==> config.mk <==
export PLATFORM = sky130hd
export DESIGN_NAME = ir_modem_uart_wakeup
export DESIGN_NICKNAME = d
export VERILOG_FILES = /design/src/shared/ir_modem_pkg.sv /design/src/rtl/ir_modem_uart_wakeup.sv /design/src/rtl/ir_pulse_demodulator.sv /design/src/rtl/ir_pulse_modulator.sv
export SDC_FILE = /design/constraint.sdc
export NUM_CORES = 1
export LEC_CHECK = 0
export ABC_AREA = 1
export BUFFER_PORTS_ARGS = -buffer_cell sky130_fd_sc_hd__clkbuf_2
export CORE_ASPECT_RATIO = 0.75
export CORE_MARGIN = 8
export CORE_UTILIZATION = 58
export CTS_CLUSTER_SIZE = 20
export DETAILED_ROUTE_END_ITERATION = 10
export PLACE_DENSITY = 0.8
export SYNTH_ARGS = -nofsm -noshare
export SYNTH_HDL_FRONTEND = slang
export SYNTH_SLANG_ARGS = --single-unit
==> constraint.sdc <==
create_clock -name clk -period 2.64 [get_ports clk]
set_input_delay 0.132 -clock clk [delete_from_list [all_inputs] [get_ports clk]]
set_output_delay 0.132 -clock clk [all_outputs]
set_load 0.1 [all_outputs]
==> src/shared/ir_modem_pkg.sv <==
// Constants, register map and state types for the IR modem with 9-bit wake-up.
// Assumes a 250 MHz system clock and a classic Wishbone slave with 32-bit data.
// Function
// - Wake-up enable turns on 9-bit frame filtering.
// - Filtering raises receive interrupt only when ninth bit is one.
// - Payload frames carry ninth bit clear; filtered slaves ignore.
// - Transmit zero becomes short high pulse on pin.
// - Transmit one keeps the pin low all bit.
// - Qualified active pulse yields zero, otherwise one.
// - Width select: 0 gives 3/16, 1 gives 1/16.
// - Minimum width 2x(N+1) base plus 100 ns; codes 1-14.
// - Demodulator disabled ignores incoming infrared data.
// - Modulator disabled ignores the serial output.
// - Infrared mode forces eight data bits, one stop.
// - Frame field 11 selects 9-bit mode, ninth bit stored.
package ir_modem_pkg;
  // Timing.
  localparam int CLK_PERIOD_NS = 4;
  localparam int PULSE_PAD_NS = 100;
  localparam int PULSE_PAD_CYCLES = (PULSE_PAD_NS + CLK_PERIOD_NS - 1) / CLK_PERIOD_NS;
  localparam int BASE_CYCLES_DEFAULT = 4;
  localparam logic [3:0] PULSE_LONG_PHASES = 4'h3;
  localparam logic [3:0] PULSE_SHORT_PHASES = 4'h1;
  localparam logic [3:0] MID_PHASE = 4'h7;
  localparam logic [3:0] LAST_PHASE = 4'hF;
  localparam logic [4:0] STRETCH_TICKS = 5'h10;
  localparam logic [3:0] WIDTH_CODE_MIN = 4'h1;
  localparam logic [3:0] WIDTH_CODE_MAX = 4'hE;
  // Register indices; byte address is four times the index.
  localparam logic [13:0] IDX_DATA_BUF = 14'h1200;
  localparam logic [13:0] IDX_STATUS = 14'h1201;
  localparam logic [13:0] IDX_MODE = 14'h1202;
  localparam logic [13:0] IDX_BAUD = 14'h1203;
  localparam logic [13:0] IDX_IR_CTRL = 14'h1207;
  // Infrared control fields; width code sits in bits 3:0.
  localparam int IRC_TX_PULSE_WIDTH_SELECT = 7;
  localparam int IRC_RXPOL = 6;
  localparam int IRC_IR_MODULATOR_ENABLE = 5;
  localparam int IRC_IR_DEMODULATOR_ENABLE = 4;
  // Serial mode control fields.
  localparam int MODE_TX9 = 7;
  localparam int MODE_RXE = 5;
  localparam int MODE_WAKE = 4;
  localparam int MODE_FRAME_LSB = 2;
  // Status fields.
  localparam int STAT_RX9 = 7;
  localparam int STAT_TXBUSY = 1;
  localparam int STAT_RXFULL = 0;
  // Frame modes and sizes.
  localparam logic [1:0] FRAME_7BIT = 2'h1;
  localparam logic [1:0] FRAME_9BIT = 2'h3;
  localparam logic [3:0] IR_DATA_BITS = 4'h8;
  localparam logic [3:0] BITS_7 = 4'h7;
  localparam logic [3:0] BITS_9 = 4'h9;
  // Reset values.
  localparam logic [7:0] IR_CTRL_RESET = 8'h00;
  localparam logic [7:0] MODE_RESET = 8'h00;
  localparam logic [15:0] BAUD_RESET = 16'h0001;
  typedef enum {TX_IDLE, TX_START, TX_DATA, TX_STOP} txState_t;
  typedef enum {RX_IDLE, RX_START, RX_DATA, RX_STOP} rxState_t;
endpackage

==> src/rtl/ir_modem_uart_wakeup.sv <==
// Serial channel zero with 9-bit wake-up filtering and an infrared modem on its pins.
// Assumes a classic Wishbone master on clk; the receive pin is asynchronous to clk.
//
// Our own choice: the Wishbone interface to the registers.
`timescale 1ns/1ps
module ir_modem_uart_wakeup
  import ir_modem_pkg::*;
#(
  parameter int BASE_CYCLES = BASE_CYCLES_DEFAULT
)
(
  // Clock and reset.
  input wire logic clk,
  input wire logic rst,
  // Wishbone slave.
  input wire logic wb_cyc_i,
  input wire logic wb_stb_i,
  input wire logic wb_we_i,
  input wire logic [15:0] wb_adr_i,
  input wire logic [3:0] wb_sel_i,
  input wire logic [31:0] wb_dat_i,
  output logic [31:0] wb_dat_o,
  output logic wb_ack_o,
  // Serial pins.
  input wire logic serialRxPin,
  output logic serialTxPin,
  // Serial events.
  output logic serialRxIrq,
  output logic serialTxIrq
);
  logic [7:0] irControlReg_r;
  logic [7:0] serialModeCtrl0_r;
  logic [15:0] baudDiv_r;
  logic [15:0] baudCnt_r;
  logic baudTick_r;
  logic [13:0] regIndex;
  logic reqLive;
  logic commit;
  logic wrCommit;
  logic rxRead;
  logic txPulseWidthSelect;
  logic rxPulsePolaritySelect;
  logic irModulatorEnable;
  logic irDemodulatorEnable;
  logic irActive;
  logic wakeupFilterEnable;
  logic modeNine;
  logic rxEnable;
  logic [3:0] dataBits;
  txState_t txState_r;
  logic [3:0] txPhase_r;
  logic [3:0] txBitCnt_r;
  logic [8:0] txShift_r;
  logic txBit_r;
  logic txStart;
  logic rxMeta_r;
  logic rxSync_r;
  logic demodBit;
  logic irPulse;
  logic rxLine;
  rxState_t rxState_r;
  logic [3:0] rxPhase_r;
  logic [3:0] rxBitCnt_r;
  logic [8:0] rxShift_r;
  logic frameDone_r;
  logic [8:0] rxAligned;
  logic rxAccept;
  logic [7:0] rxData_r;
  logic rxNinthBit_r;
  logic rxFull_r;

  // Data bits per frame for the given mode field.
  function automatic logic [3:0] frameBits(input logic [1:0] mode, input logic irMode);
    if (irMode)
      frameBits = IR_DATA_BITS;
    else if (mode == FRAME_9BIT)
      frameBits = BITS_9;
    else if (mode == FRAME_7BIT)
      frameBits = BITS_7;
    else
      frameBits = IR_DATA_BITS;
  endfunction

  // Control fields.
  assign txPulseWidthSelect = irControlReg_r[IRC_TX_PULSE_WIDTH_SELECT];
  assign rxPulsePolaritySelect = irControlReg_r[IRC_RXPOL];
  assign irModulatorEnable = irControlReg_r[IRC_IR_MODULATOR_ENABLE];
  assign irDemodulatorEnable = irControlReg_r[IRC_IR_DEMODULATOR_ENABLE];
  assign irActive = irModulatorEnable || irDemodulatorEnable;
  assign wakeupFilterEnable = serialModeCtrl0_r[MODE_WAKE];
  assign rxEnable = serialModeCtrl0_r[MODE_RXE];
  assign modeNine = !irActive && (serialModeCtrl0_r[MODE_FRAME_LSB +: 2] == FRAME_9BIT);
  assign dataBits = frameBits(serialModeCtrl0_r[MODE_FRAME_LSB +: 2], irActive);

  // Bus decode; writes and read side effects take place on the acknowledged edge.
  assign regIndex = wb_adr_i[15:2];
  assign reqLive = wb_cyc_i && wb_stb_i;
  assign commit = reqLive && wb_ack_o;
  assign wrCommit = commit && wb_we_i;
  assign rxRead = commit && !wb_we_i && (regIndex == IDX_DATA_BUF);
  assign txStart = wrCommit && wb_sel_i[0] && (regIndex == IDX_DATA_BUF) && (txState_r == TX_IDLE);

  // Acknowledge one cycle after the request, drop it in the following cycle.
  always_ff @(posedge clk)
  begin
    if (rst)
      wb_ack_o <= 1'b0;
    else
      wb_ack_o <= reqLive && !wb_ack_o;
  end

  // Read data is captured with the request and stands beside the acknowledge.
  always_ff @(posedge clk)
  begin
    if (rst)
      wb_dat_o <= 32'h0000_0000;
    else if (reqLive && !wb_ack_o)
    begin
      case (regIndex)
        IDX_DATA_BUF: wb_dat_o <= {24'h00_0000, rxData_r};
        IDX_STATUS: wb_dat_o <= {24'h00_0000, rxNinthBit_r, 5'h00, (txState_r != TX_IDLE), rxFull_r};
        IDX_MODE: wb_dat_o <= {24'h00_0000, serialModeCtrl0_r};
        IDX_BAUD: wb_dat_o <= {16'h0000, baudDiv_r};
        IDX_IR_CTRL: wb_dat_o <= {24'h00_0000, irControlReg_r};
        default: wb_dat_o <= 32'h0000_0000;
      endcase
    end
  end

  // Infrared control register.
  always_ff @(posedge clk)
  begin
    if (rst)
      irControlReg_r <= IR_CTRL_RESET;
    else if (wrCommit && wb_sel_i[0] && regIndex == IDX_IR_CTRL)
      irControlReg_r <= wb_dat_i[7:0];
  end

  // Serial mode control; software clears the wake-up bit after a select match.
  always_ff @(posedge clk)
  begin
    if (rst)
      serialModeCtrl0_r <= MODE_RESET;
    else if (wrCommit && wb_sel_i[0] && regIndex == IDX_MODE)
      serialModeCtrl0_r <= wb_dat_i[7:0];
  end

  // Baud divisor, each byte lane written under its own select bit.
  always_ff @(posedge clk)
  begin
    if (rst)
      baudDiv_r <= BAUD_RESET;
    else if (wrCommit && regIndex == IDX_BAUD)
    begin
      if (wb_sel_i[0])
        baudDiv_r[7:0] <= wb_dat_i[7:0];
      if (wb_sel_i[1])
        baudDiv_r[15:8] <= wb_dat_i[15:8];
    end
  end

  // Sixteenth-bit tick every divisor plus one clocks.
  always_ff @(posedge clk)
  begin
    if (rst)
    begin
      baudCnt_r <= 16'h0000;
      baudTick_r <= 1'b0;
    end
    else if (baudCnt_r >= baudDiv_r)
    begin
      baudCnt_r <= 16'h0000;
      baudTick_r <= 1'b1;
    end
    else
    begin
      baudCnt_r <= baudCnt_r + 16'h0001;
      baudTick_r <= 1'b0;
    end
  end

  // Transmitter: start bit, data LSB first with the ninth bit last, one stop bit.
  always_ff @(posedge clk)
  begin
    if (rst)
    begin
      txState_r <= TX_IDLE;
      txPhase_r <= 4'h0;
      txBitCnt_r <= 4'h0;
      txShift_r <= 9'h000;
      txBit_r <= 1'b1;
    end
    else
    begin
      case (txState_r)
        TX_IDLE:
        begin
          if (txStart)
          begin
            txShift_r <= {serialModeCtrl0_r[MODE_TX9], wb_dat_i[7:0]};
            txBitCnt_r <= dataBits;
            txPhase_r <= 4'h0;
            txBit_r <= 1'b0;
            txState_r <= TX_START;
          end
        end
        TX_START, TX_DATA:
        begin
          if (baudTick_r)
          begin
            txPhase_r <= txPhase_r + 4'h1;
            if (txPhase_r == LAST_PHASE)
            begin
              if (txBitCnt_r == 4'h0)
              begin
                txBit_r <= 1'b1;
                txState_r <= TX_STOP;
              end
              else
              begin
                txBit_r <= txShift_r[0];
                txShift_r <= {1'b0, txShift_r[8:1]};
                txBitCnt_r <= txBitCnt_r - 4'h1;
                txState_r <= TX_DATA;
              end
            end
          end
        end
        TX_STOP:
        begin
          if (baudTick_r)
          begin
            txPhase_r <= txPhase_r + 4'h1;
            if (txPhase_r == LAST_PHASE)
              txState_r <= TX_IDLE;
          end
        end
        default: txState_r <= TX_IDLE;
      endcase
    end
  end

  // Transmit event just before the stop bit goes out.
  always_ff @(posedge clk)
  begin
    if (rst)
      serialTxIrq <= 1'b0;
    else
      serialTxIrq <= (txState_r == TX_DATA) && baudTick_r && (txPhase_r == LAST_PHASE) && (txBitCnt_r == 4'h0);
  end

  ir_pulse_modulator u_modulator (
    .clk(clk),
    .rst(rst),
    .enable(irModulatorEnable),
    .shortPulse(txPulseWidthSelect),
    .serialBit(txBit_r),
    .bitPhase(txPhase_r),
    .irPulse(irPulse)
  );

  // Pin driver: modulator output whenever either infrared enable is set, plain serial otherwise.
  always_ff @(posedge clk)
  begin
    if (rst)
      serialTxPin <= 1'b1;
    else
      serialTxPin <= irActive ? irPulse : txBit_r;
  end

  // Two-flop synchroniser for the receive pin.
  always_ff @(posedge clk)
  begin
    if (rst)
    begin
      rxMeta_r <= 1'b1;
      rxSync_r <= 1'b1;
    end
    else
    begin
      rxMeta_r <= serialRxPin;
      rxSync_r <= rxMeta_r;
    end
  end

  ir_pulse_demodulator #(
    .BASE_CYCLES(BASE_CYCLES)
  ) u_demodulator (
    .clk(clk),
    .rst(rst),
    .enable(irDemodulatorEnable),
    .lowActive(rxPulsePolaritySelect),
    .widthCode(irControlReg_r[3:0]),
    .baudTick(baudTick_r),
    .rxSync(rxSync_r),
    .serialOut(demodBit)
  );

  assign rxLine = irActive ? demodBit : rxSync_r;

  // Receiver: checks the start bit at mid-bit, then samples each bit centre.
  always_ff @(posedge clk)
  begin
    if (rst)
    begin
      rxState_r <= RX_IDLE;
      rxPhase_r <= 4'h0;
      rxBitCnt_r <= 4'h0;
      rxShift_r <= 9'h000;
      frameDone_r <= 1'b0;
    end
    else
    begin
      frameDone_r <= 1'b0;
      case (rxState_r)
        RX_IDLE:
        begin
          rxPhase_r <= 4'h0;
          if (rxEnable && !rxLine)
            rxState_r <= RX_START;
        end
        RX_START:
        begin
          if (baudTick_r)
          begin
            rxPhase_r <= rxPhase_r + 4'h1;
            if (rxPhase_r == MID_PHASE)
            begin
              rxPhase_r <= 4'h0;
              rxBitCnt_r <= dataBits;
              rxState_r <= rxLine ? RX_IDLE : RX_DATA;
            end
          end
        end
        RX_DATA:
        begin
          if (baudTick_r)
          begin
            rxPhase_r <= rxPhase_r + 4'h1;
            if (rxPhase_r == LAST_PHASE)
            begin
              rxShift_r <= {rxLine, rxShift_r[8:1]};
              rxBitCnt_r <= rxBitCnt_r - 4'h1;
              if (rxBitCnt_r == 4'h1)
              begin
                frameDone_r <= modeNine;
                rxState_r <= RX_STOP;
              end
            end
          end
        end
        RX_STOP:
        begin
          if (baudTick_r)
          begin
            rxPhase_r <= rxPhase_r + 4'h1;
            if (rxPhase_r == LAST_PHASE)
            begin
              frameDone_r <= !modeNine;
              rxState_r <= RX_IDLE;
            end
          end
        end
        default: rxState_r <= RX_IDLE;
      endcase
    end
  end

  // Frame word right-aligned; in 9-bit mode bit 8 is the received ninth bit.
  assign rxAligned = rxShift_r >> (BITS_9 - dataBits);
  assign rxAccept = frameDone_r && (!(modeNine && wakeupFilterEnable) || rxAligned[8]);

  // Buffer, ninth bit and full flag; a new frame wins over a same-cycle read.
  always_ff @(posedge clk)
  begin
    if (rst)
    begin
      rxData_r <= 8'h00;
      rxNinthBit_r <= 1'b0;
      rxFull_r <= 1'b0;
    end
    else if (rxAccept)
    begin
      rxData_r <= rxAligned[7:0];
      rxNinthBit_r <= modeNine && rxAligned[8];
      rxFull_r <= 1'b1;
    end
    else if (rxRead)
      rxFull_r <= 1'b0;
  end

  // Receive event for accepted frames only.
  always_ff @(posedge clk)
  begin
    if (rst)
      serialRxIrq <= 1'b0;
    else
      serialRxIrq <= rxAccept;
  end

  property p_wbAnswer;
    @(posedge clk) disable iff (rst) reqLive && !wb_ack_o |=> wb_ack_o ##1 !wb_ack_o;
  endproperty
  a_wbAnswer: assert property (p_wbAnswer) else $error("Bus answer not one cycle.");

  property p_filterDrop;
    @(posedge clk) disable iff (rst) frameDone_r && modeNine && wakeupFilterEnable && !rxShift_r[8] |=> !serialRxIrq;
  endproperty
  a_filterDrop: assert property (p_filterDrop) else $error("Filtered frame raised interrupt.");

  property p_filterPass;
    @(posedge clk) disable iff (rst)
      frameDone_r && modeNine && wakeupFilterEnable && rxShift_r[8] |=> serialRxIrq && rxNinthBit_r;
  endproperty
  a_filterPass: assert property (p_filterPass) else $error("Address frame not delivered.");

  property p_payloadKept;
    @(posedge clk) disable iff (rst) frameDone_r && !wakeupFilterEnable |=> serialRxIrq && rxFull_r;
  endproperty
  a_payloadKept: assert property (p_payloadKept) else $error("Unfiltered frame lost.");

  property p_irFormat;
    @(posedge clk) disable iff (rst) irActive |-> dataBits == IR_DATA_BITS && !modeNine;
  endproperty
  a_irFormat: assert property (p_irFormat) else $error("Infrared frame not eight bits.");

  property p_modOffLow;
    @(posedge clk) disable iff (rst) irActive && !irModulatorEnable ##1 irActive |=> !serialTxPin;
  endproperty
  a_modOffLow: assert property (p_modOffLow) else $error("Disabled modulator drove pin.");
endmodule

==> src/rtl/ir_pulse_demodulator.sv <==
// Infrared receive demodulator: qualifies pulses by width and polarity.
// Assumes rxSync is already synchronised and baudTick marks sixteenths of a bit.
`timescale 1ns/1ps
module ir_pulse_demodulator
  import ir_modem_pkg::*;
#(
  parameter int BASE_CYCLES = BASE_CYCLES_DEFAULT
)
(
  // Clock and reset.
  input wire logic clk,
  input wire logic rst,
  // Control.
  input wire logic enable,
  input wire logic lowActive,
  input wire logic [3:0] widthCode,
  input wire logic baudTick,
  // Line in and serial out.
  input wire logic rxSync,
  output logic serialOut
);
  logic active;
  logic [15:0] minCycles;
  logic [15:0] widthCnt;
  logic [4:0] holdCnt;
  logic pulseMet;

  // Codes 0 and 15 are not legal; they are clamped to the nearest legal code.
  always_comb
  begin
    logic [3:0] code;
    code = widthCode;
    if (code < WIDTH_CODE_MIN)
      code = WIDTH_CODE_MIN;
    else if (code > WIDTH_CODE_MAX)
      code = WIDTH_CODE_MAX;
    minCycles = 16'(2 * (int'(code) + 1) * BASE_CYCLES + PULSE_PAD_CYCLES);
  end

  assign active = rxSync ^ lowActive;
  assign pulseMet = enable && active && (widthCnt == minCycles - 16'h0001);

  // Width counter runs while the active level lasts and stops at the minimum.
  always_ff @(posedge clk)
  begin
    if (rst || !enable || !active)
      widthCnt <= 16'h0000;
    else if (widthCnt != minCycles)
      widthCnt <= widthCnt + 16'h0001;
  end

  // A qualified pulse is stretched to one bit so the receiver can sample it.
  always_ff @(posedge clk)
  begin
    if (rst || !enable)
      holdCnt <= 5'h00;
    else if (pulseMet)
      holdCnt <= STRETCH_TICKS;
    else if (baudTick && holdCnt != 5'h00)
      holdCnt <= holdCnt - 5'h01;
  end

  // Zero while a qualified pulse is held, one otherwise.
  always_ff @(posedge clk)
  begin
    if (rst)
      serialOut <= 1'b1;
    else
      serialOut <= !(enable && (pulseMet || holdCnt != 5'h00));
  end

  property p_zeroNeedsWidth;
    @(posedge clk) disable iff (rst) $fell(serialOut) |-> $past(widthCnt) == $past(minCycles) - 16'h0001;
  endproperty
  a_zeroNeedsWidth: assert property (p_zeroNeedsWidth) else $error("Zero passed before minimum width.");

  property p_disabledIgnores;
    @(posedge clk) disable iff (rst) !enable |=> serialOut;
  endproperty
  a_disabledIgnores: assert property (p_disabledIgnores) else $error("Disabled demodulator passed data.");
endmodule

==> src/rtl/ir_pulse_modulator.sv <==
// Infrared transmit modulator: turns serial zeros into short high pulses.
// Assumes bitPhase counts sixteenths of the current serial bit from zero.
`timescale 1ns/1ps
module ir_pulse_modulator
  import ir_modem_pkg::*;
(
  // Clock and reset.
  input wire logic clk,
  input wire logic rst,
  // Control and serial stream.
  input wire logic enable,
  input wire logic shortPulse,
  input wire logic serialBit,
  input wire logic [3:0] bitPhase,
  // Modulated output.
  output logic irPulse
);
  logic [3:0] phaseLimit;

  // Pulse length in sixteenths of a bit.
  assign phaseLimit = shortPulse ? PULSE_SHORT_PHASES : PULSE_LONG_PHASES;

  // High at the start of each zero bit, low for ones and while disabled.
  always_ff @(posedge clk)
  begin
    if (rst)
      irPulse <= 1'b0;
    else
      irPulse <= enable && !serialBit && (bitPhase < phaseLimit);
  end

  property p_pulseCause;
    @(posedge clk) disable iff (rst) irPulse |-> $past(enable) && !$past(serialBit);
  endproperty
  a_pulseCause: assert property (p_pulseCause) else $error("Pulse without enabled zero bit.");

  property p_pulseWidth;
    @(posedge clk) disable iff (rst)
      irPulse |-> $past(bitPhase) < ($past(shortPulse) ? PULSE_SHORT_PHASES : PULSE_LONG_PHASES);
  endproperty
  a_pulseWidth: assert property (p_pulseWidth) else $error("Pulse exceeds selected width.");
endmodule

== Word-level counts from Yosys, hierarchy flattened ==
Index checks and enable logic that the tools add are counted.

* $add $sub $neg: 11
* Bitwise operators: 1
* Shift-type cells: 1
* Equality and inequality tests: 36
* Magnitude comparators: 4
* Mux-type cells: 64
* Reduce and logical (&&, ||, !) cells: 68

{| class="wikitable"
|+ Operators with widths
! cell !! count
|-
| $mux W32 || 13
|-
| $eq A32 B2 Y1 const B || 4
|-
| $pmux W32 S4 || 1
|-
| $logic_not A32 Y1 || 3
|-
| $pmux W32 S3 || 1
|-
| $pmux W16 S5 || 1
|-
| $mux W4 || 18
|-
| $eq A14 B13 Y1 const B || 5
|-
| $eq A32 B1 Y1 const B || 2
|-
| $mux W9 || 4
|-
| $add A16 B1 Y16 const B || 2
|-
| $eq A32 B3 Y1 const B || 1
|-
| $reduce_bool A32 Y1 || 1
|-
| $ne A2 B2 Y1 const B || 14
|-
| $logic_and A1 B1 Y1 || 26
|-
| $pmux W4 S2 || 3
|-
| $pmux W9 S2 || 1
|-
| $add A16 B6 Y16 const B || 1
|-
| $eq A16 B16 Y1 || 1
|-
| $ge A16 B16 Y1 || 1
|-
| $ne A16 B16 Y1 || 1
|-
| $sub A16 B1 Y16 const B || 1
|-
| $mux W1 || 15
|-
| $reduce_and A5 Y1 || 3
|-
| other kinds (32) || 62
|}

* Word-level logic and storage cells: 216
* Output and inout port bits: 36
* Register bits after elaboration: 220
* Input bits: 58

== Depth between registers and ports, before layout ==
* Word-level depth: 11
* Gate-level depth with buffers: 17
* Depth with buffers taken out: 16

== Modules after synthesis ==
Synthesis repeated with hierarchy kept, for this count alone.

* Cell total of the unflattened synthesis: 1057
* Area, all modules: 7616.1 um^2

{| class="wikitable"
|+ Modules (own cells, without submodules)
! module !! instances !! area each (um^2) !! cells each !! sequential area each (um^2)
|-
| ir_modem_uart_wakeup || 1 || 6195.9 || 852 || 2422.3
|-
| ir_pulse_demodulator || 1 || 1357.6 || 196 || 440.4
|-
| ir_pulse_modulator || 1 || 62.6 || 9 || 20.0
|}

== Worst setup path before layout ==
OpenSTA, ideal clock, no wires.

* Path kind: reg2reg
* Start: reg wb_ack_o
* End: reg txBitCnt_r[3]
* Stages on the path, launching flop included: 9
* Arrival time: 2.156 ns
* Buffers on the path: 1
* Library setup time: 0.128 ns
* Setup slack: 0.356 ns
* Cell sequence: dfxtp_1 -> nand4_1 -> nor2_1 -> nand3_1 -> nand2_2 -> o211ai_4 -> buf_6 -> o21ai_0 -> nor2_1

* Longest elaborated chain between the ends: 7

{| class="wikitable"
|+ RTL lines
! item !! line !! text
|-
| start: declaration || ir_modem_uart_wakeup.sv:23 || <nowiki>output logic wb_ack_o,</nowiki>
|-
| start signal: assignment || ir_modem_uart_wakeup.sv:109 || <nowiki>wb_ack_o <= reqLive && !wb_ack_o;</nowiki>
|-
| $logic_and A1 B1 Y1 || ir_modem_uart_wakeup.sv:98 || <nowiki>assign commit = reqLive && wb_ack_o;</nowiki>
|-
| $logic_and A1 B1 Y1 || ir_modem_uart_wakeup.sv:99 || <nowiki>assign wrCommit = commit && wb_we_i;</nowiki>
|-
| $logic_and A1 B1 Y1 (3 in a row) || ir_modem_uart_wakeup.sv:101 || <nowiki>assign txStart = wrCommit && wb_sel_i[0] && (regIndex == IDX_DATA_BUF) && (txState_r == TX_IDLE);</nowiki>
|-
| $ne A2 B2 Y1 (no line) || n/a ||
|-
| $reduce_and A5 Y1 (no line) || n/a ||
|-
| end signal: assignment || ir_modem_uart_wakeup.sv:201 || <nowiki>txBitCnt_r <= dataBits;</nowiki>
|-
| end signal: assignment || ir_modem_uart_wakeup.sv:223 || <nowiki>txBitCnt_r <= txBitCnt_r - 4'h1;</nowiki>
|-
| end: declaration || ir_modem_uart_wakeup.sv:52 || <nowiki>logic [3:0] txBitCnt_r;</nowiki>
|}

Every way passes these cells.
A chain may end at the register's enable or synchronous reset.

== Final worst setup path ==
* Start: reg irControlReg_r[2]
* End: reg u_demodulator.holdCnt[3]

* Longest elaborated chain between the ends: 9
* Elaborated cells between the ends (all ways): 10
* Classes of those cells: add/sub: 3; order compare: 2; eq/ne: 1; mux: 2; reduce/logical: 2

{| class="wikitable"
|+ RTL lines
! item !! line !! text
|-
| start: declaration || ir_modem_uart_wakeup.sv:31 || <nowiki>logic [7:0] irControlReg_r;</nowiki>
|-
| start signal: assignment || ir_modem_uart_wakeup.sv:136 || <nowiki>irControlReg_r <= wb_dat_i[7:0];</nowiki>
|-
| $gt A4 B4 Y1 || ir_pulse_demodulator.sv:35 || <nowiki>else if (code > WIDTH_CODE_MAX)</nowiki>
|-
| $mux W4 || ir_pulse_demodulator.sv:35 ||
|-
| $mux W4 * || ir_pulse_demodulator.sv:33 || <nowiki>if (code < WIDTH_CODE_MIN)</nowiki>
|-
| $add A4 B1 Y5 * || ir_pulse_demodulator.sv:37 || <nowiki>minCycles = 16'(2 * (int'(code) + 1) * BASE_CYCLES + PULSE_PAD_CYCLES);</nowiki>
|-
| $add A16 B6 Y16 * || ir_pulse_demodulator.sv:37 ||
|-
| $sub A16 B1 Y16 * || ir_pulse_demodulator.sv:41 || <nowiki>assign pulseMet = enable && active && (widthCnt == minCycles - 16'h0001);</nowiki>
|-
| $eq A16 B16 Y1 * || ir_pulse_demodulator.sv:41 ||
|-
| $logic_and A1 B1 Y1 * || ir_pulse_demodulator.sv:41 ||
|-
| $reduce_or A2 Y1 (no line) * || n/a ||
|-
| end signal: assignment || ir_pulse_demodulator.sv:60 || <nowiki>holdCnt <= holdCnt - 5'h01;</nowiki>
|-
| end: declaration || ir_pulse_demodulator.sv:25 || <nowiki>logic [4:0] holdCnt;</nowiki>
|}

Every way passes the cells marked *; elsewhere a longest branch is shown, timed or not.

==> impl_results.md <==
* Ys async rst share at 0%
* Netlist Area Pre-Place at 7430 µm²
* Remaining Overflow, GRT at 0
* H-Tree Depth at 4
* Max Fclk at 439 MHz
* Cell taking the most area after synthesis: sky130_fd_sc_hd__dfxtp_1
* Hold Path Class: in2reg
* Area enclosed by the die boundary at 16,700 µm²
* Max Root-Sink Buffers at 2
* Unrepaired setup endpoints after global routing: no
* Area share of the largest cell type after synthesis at 38.8%
* EDFF count, synth at 0
* Iteration-0 DRC Markers at 515
* Synth top cells by count: sky130_fd_sc_hd__nand2_1 (154), sky130_fd_sc_hd__inv_1 (148), sky130_fd_sc_hd__dfxtp_1 (144), sky130_fd_sc_hd__nor2_1 (109), sky130_fd_sc_hd__a21oi_1 (101)
* Tightest slew margin relative to the limit at 57.4%
* Largest voltage drop on the vdd net at 0.000540 V
* Transition at the pin with the smallest max-transition slack at 0.639 ns
* Beginning of the critical path: irControlReg_r[2]$_SDFFE_PP0P_
* Largest driver fanout on the critical path at 8
* Number of warnings reported in the yosys synthesis log at 0
* Power density over cell area at 763 nW/µm²
* Nets at 1,182
* Sum Neg Setup Slack at 0 ns
* Clock tree from TritonCTS: yes
* Met3 usage in global routing at 4.39%
* Synth Instances at 1,034
* Pin count of the biggest net entering global routing at 72
* Internal power consumption at 4320 µW
* Library cell used as clock root buffer: sky130_fd_sc_hd__clkbuf_16
* Crit path DAT at 2.59 ns
* Clock power frac at 39.2%
* CTS sink cnt at 144
* Sw Share at 32.8%
* Per-cell via count in the routed design at 5.31
* Clock latency of the later-clocked register in the worst-skew pair at 0.42 ns
* Most used flip-flop cell after synthesis: sky130_fd_sc_hd__dfxtp_1
* Cells taking the most area after synthesis: sky130_fd_sc_hd__dfxtp_1 (39%), sky130_fd_sc_hd__nand2_1 (7.8%), sky130_fd_sc_hd__inv_1 (7.5%)
* Floorplan die height at 114 µm
* ANT nets after route at 0
* Finished Layout Cells at 1,270
* Post-CTS setup buffer count at 0
* Worst hold path depth at 3
* Most frequent cell after synthesis: sky130_fd_sc_hd__nand2_1
* DR DRC count at 0
* Part of the power in combinational logic at 22.9%
* Clk slew on worst S/H paths at 0.06 ns
* Number of fillers in the final layout at 1,029
* Last weighted congestion value of the routability-driven placer at 0.888
* Starting density of the core at 59.9%
* Fin. Hold Viols at 0
* Setup Crit Path Kind: reg2reg
* Count of cell types in the netlist at 47
* Via count of the first global-routing pass at 6,067
* Routed wirelength normalized by instance count at 14.0 µm
* Placed cells at 1,233
* Register share of total power at 37.9%
* Number of antenna violations at the first check in global routing at 0
* Global Route met2 Usage at 33.0%
* Placeable Area at 12,400 µm²
* Outcome: finished clean
* Area added between synthesis and finish at 13.6%
* Worst flop-to-flop path startpoint: irControlReg_r[2]$_SDFFE_PP0P_
* Horizontal die dimension at 147 µm
* Ports placed on the boundary at 94
* Time the worst path needs with I/O delays and setup at 2.28 ns
* Worst setup SP type: flip-flop
* Setup violation total in the final timing report at 0
* First-pass iteration count of the detailed router at 5
* PortBufs at 57
* Critical Path Sink Type: flip-flop
* Mean area per synthesized cell at 7.18 µm²
* Count of inserted antenna diode cells at 0
* Placement Rows at 35
* Critical Path RT at 2.95 ns
* Worst r2r path cells at 16
* Leakage power figure at 0.00347 µW
* Maximum clock skew at final layout at 0.00976 ns
* Max Slew Vio Count at 0
* Max cap viols at 0
* Portion of the clock cycle consumed by the worst path in the final layout at 86.3%
* Share of cells above drive strength 1 at 11.7%
* Peak-usage layer in the global routing report: met2
* Post-synthesis sequential element count at 144
* Portion of the post-synthesis area used by sequential elements at 38.8%
* Critical hold path startpoint: wb_dat_i[12]
* Met1 routing resource usage after global routing at 28.8%
* Total wire length at 17.8 mm
* Cts bufs inserted at 17
* NetSw at 2110 µW
* Post-detail-place hpwl at 13.0 mm
* Total track usage at 21.1%
* Global-route wire length before repair at 29.0 mm
* Vias at 6,743
==> layer usage <==
layer,routed length (µm),part of all wire [%]
met2,7980,45
met4,171,0.96
met5,0,0
met3,1040,5.8
met1,8600,48
==> critical path: stages, from the launching register on <==
cell,delay [ns]
sky130_fd_sc_hd__dfxtp_2,0.41
sky130_fd_sc_hd__nand2_1,0.07
sky130_fd_sc_hd__o21ai_1,0.15
sky130_fd_sc_hd__nand2_1,0.10
sky130_fd_sc_hd__ha_1,0.25
sky130_fd_sc_hd__nand2_2,0.10
sky130_fd_sc_hd__inv_1,0.06
sky130_fd_sc_hd__nor2_1,0.18
sky130_fd_sc_hd__nand3_1,0.13
sky130_fd_sc_hd__nand2_1,0.08
sky130_fd_sc_hd__nand2_1,0.05
sky130_fd_sc_hd__nand2_1,0.07
sky130_fd_sc_hd__nand2_1,0.06
sky130_fd_sc_hd__nor2_2,0.14
sky130_fd_sc_hd__nand2_1,0.12
sky130_fd_sc_hd__nand2_1,0.14
sky130_fd_sc_hd__nor2_1,0.06
==> final timing paths <==
path / slack (ns) / endpoint
worst max register to register: 0.36 / u_demodulator.holdCnt[3]$_SDFFE_PP0P_
worst min register to register: 0.42 / rxSync_r$_SDFF_PP1_
worst max-delay path: 0.36 / u_demodulator.holdCnt[3]$_SDFFE_PP0P_
worst min-delay path: 0.006 / baudDiv_r[12]$_SDFFE_PP0P_
==> timing repair <==
action	4_1_cts	5_1_grt
hold endpoints to repair	5	0
gates resized for setup	0	4
hold buffers	5	0
endpoints found under the setup margin	0	9
==> sequential cells by signal (all words and copies together), names as in the netlist, 2 cells and up <==
name                    count
baudCnt_r                  16
baudDiv_r                  16
u_demodulator.widthCnt     16
wb_dat_o                   16
rxShift_r                   9
txShift_r                   9
irControlReg_r              8
rxData_r                    8
serialModeCtrl0_r           8
u_demodulator.holdCnt       5
rxBitCnt_r                  4
rxPhase_r                   4
txBitCnt_r                  4
txPhase_r                   4
rxState_r                   2
txState_r                   2
==> power by group through the flow <==
stage	combinational (µW)	clock (µW)	sequential [µW]
global route	1660	2650	2450
finish	1470	2530	2440
detailed placement	1430	0	2480
global placement	1400	0	2470
CTS	1470	2550	2440
floorplan	1150	0	2490
==> final cells by class <==
class / count / area, µm² / share of cell area, %
inverter: 151 / 567 / 6.72
clock inverter: 11 / 153 / 1.81
sequential: 144 / 2890 / 34.2
clock buffer: 21 / 470 / 5.58
multi-input combinational: 706 / 3750 / 44.5
tap: 166 / 208 / 2.46
timing repair buffer: 71 / 403 / 4.78
==> per-stage QoR <==
step | area (µm²) | total power [µW] | hold slack (ns) | worst slack (ns) | util [%]
after floorplan | 7480 | 3640 | 0.236 | 0.356 | -
after global placement | 7760 | 3880 | 0.328 | 0.304 | 62.6
after detailed placement | 7760 | 3910 | 0.323 | 0.212 | 62.6
after CTS | 8430 | 6450 | 0.000565 | 0.150 | 68.0
after global routing | 8440 | 6770 | 0.0170 | 0.00848 | 68.1
final | 8440 | 6440 | 0.00627 | 0.363 | 68.1
==> placed cells by master (no fill, tap or decap), types with 6 or more instances in the layout <==
cell and instances:
sky130_fd_sc_hd__nand4_1 14, sky130_fd_sc_hd__clkbuf_2 57, sky130_fd_sc_hd__nor2_1 108, sky130_fd_sc_hd__ha_1 33, sky130_fd_sc_hd__clkbuf_16 17, sky130_fd_sc_hd__a21oi_1 101, sky130_fd_sc_hd__o21ai_0 94, sky130_fd_sc_hd__buf_4 9
sky130_fd_sc_hd__xor2_1 18, sky130_fd_sc_hd__dfxtp_1 142, sky130_fd_sc_hd__conb_1 16, sky130_fd_sc_hd__nor3_1 14, sky130_fd_sc_hd__nand2_1 154, sky130_fd_sc_hd__inv_1 148, sky130_fd_sc_hd__o22ai_1 6, sky130_fd_sc_hd__nand3_1 82
==> cell families (layout without fill, tap and decap cells) <==
family | Yosys count | in the layout | synth area share [%]
and+or+nand+nor | 403 | 403 | 24.3
adders and majority gates | 33 | 33 | 5.56
DFF | 144 | 144 | 38.8
xor gates and xnor gates | 23 | 23 | 2.71
other | 1 | 16 | 0.0505
AOI/OAI and AO/OA | 231 | 231 | 17.0
buffers and inverters | 199 | 254 | 11.6
No activity file was read; power rests on OpenSTA's default activity.
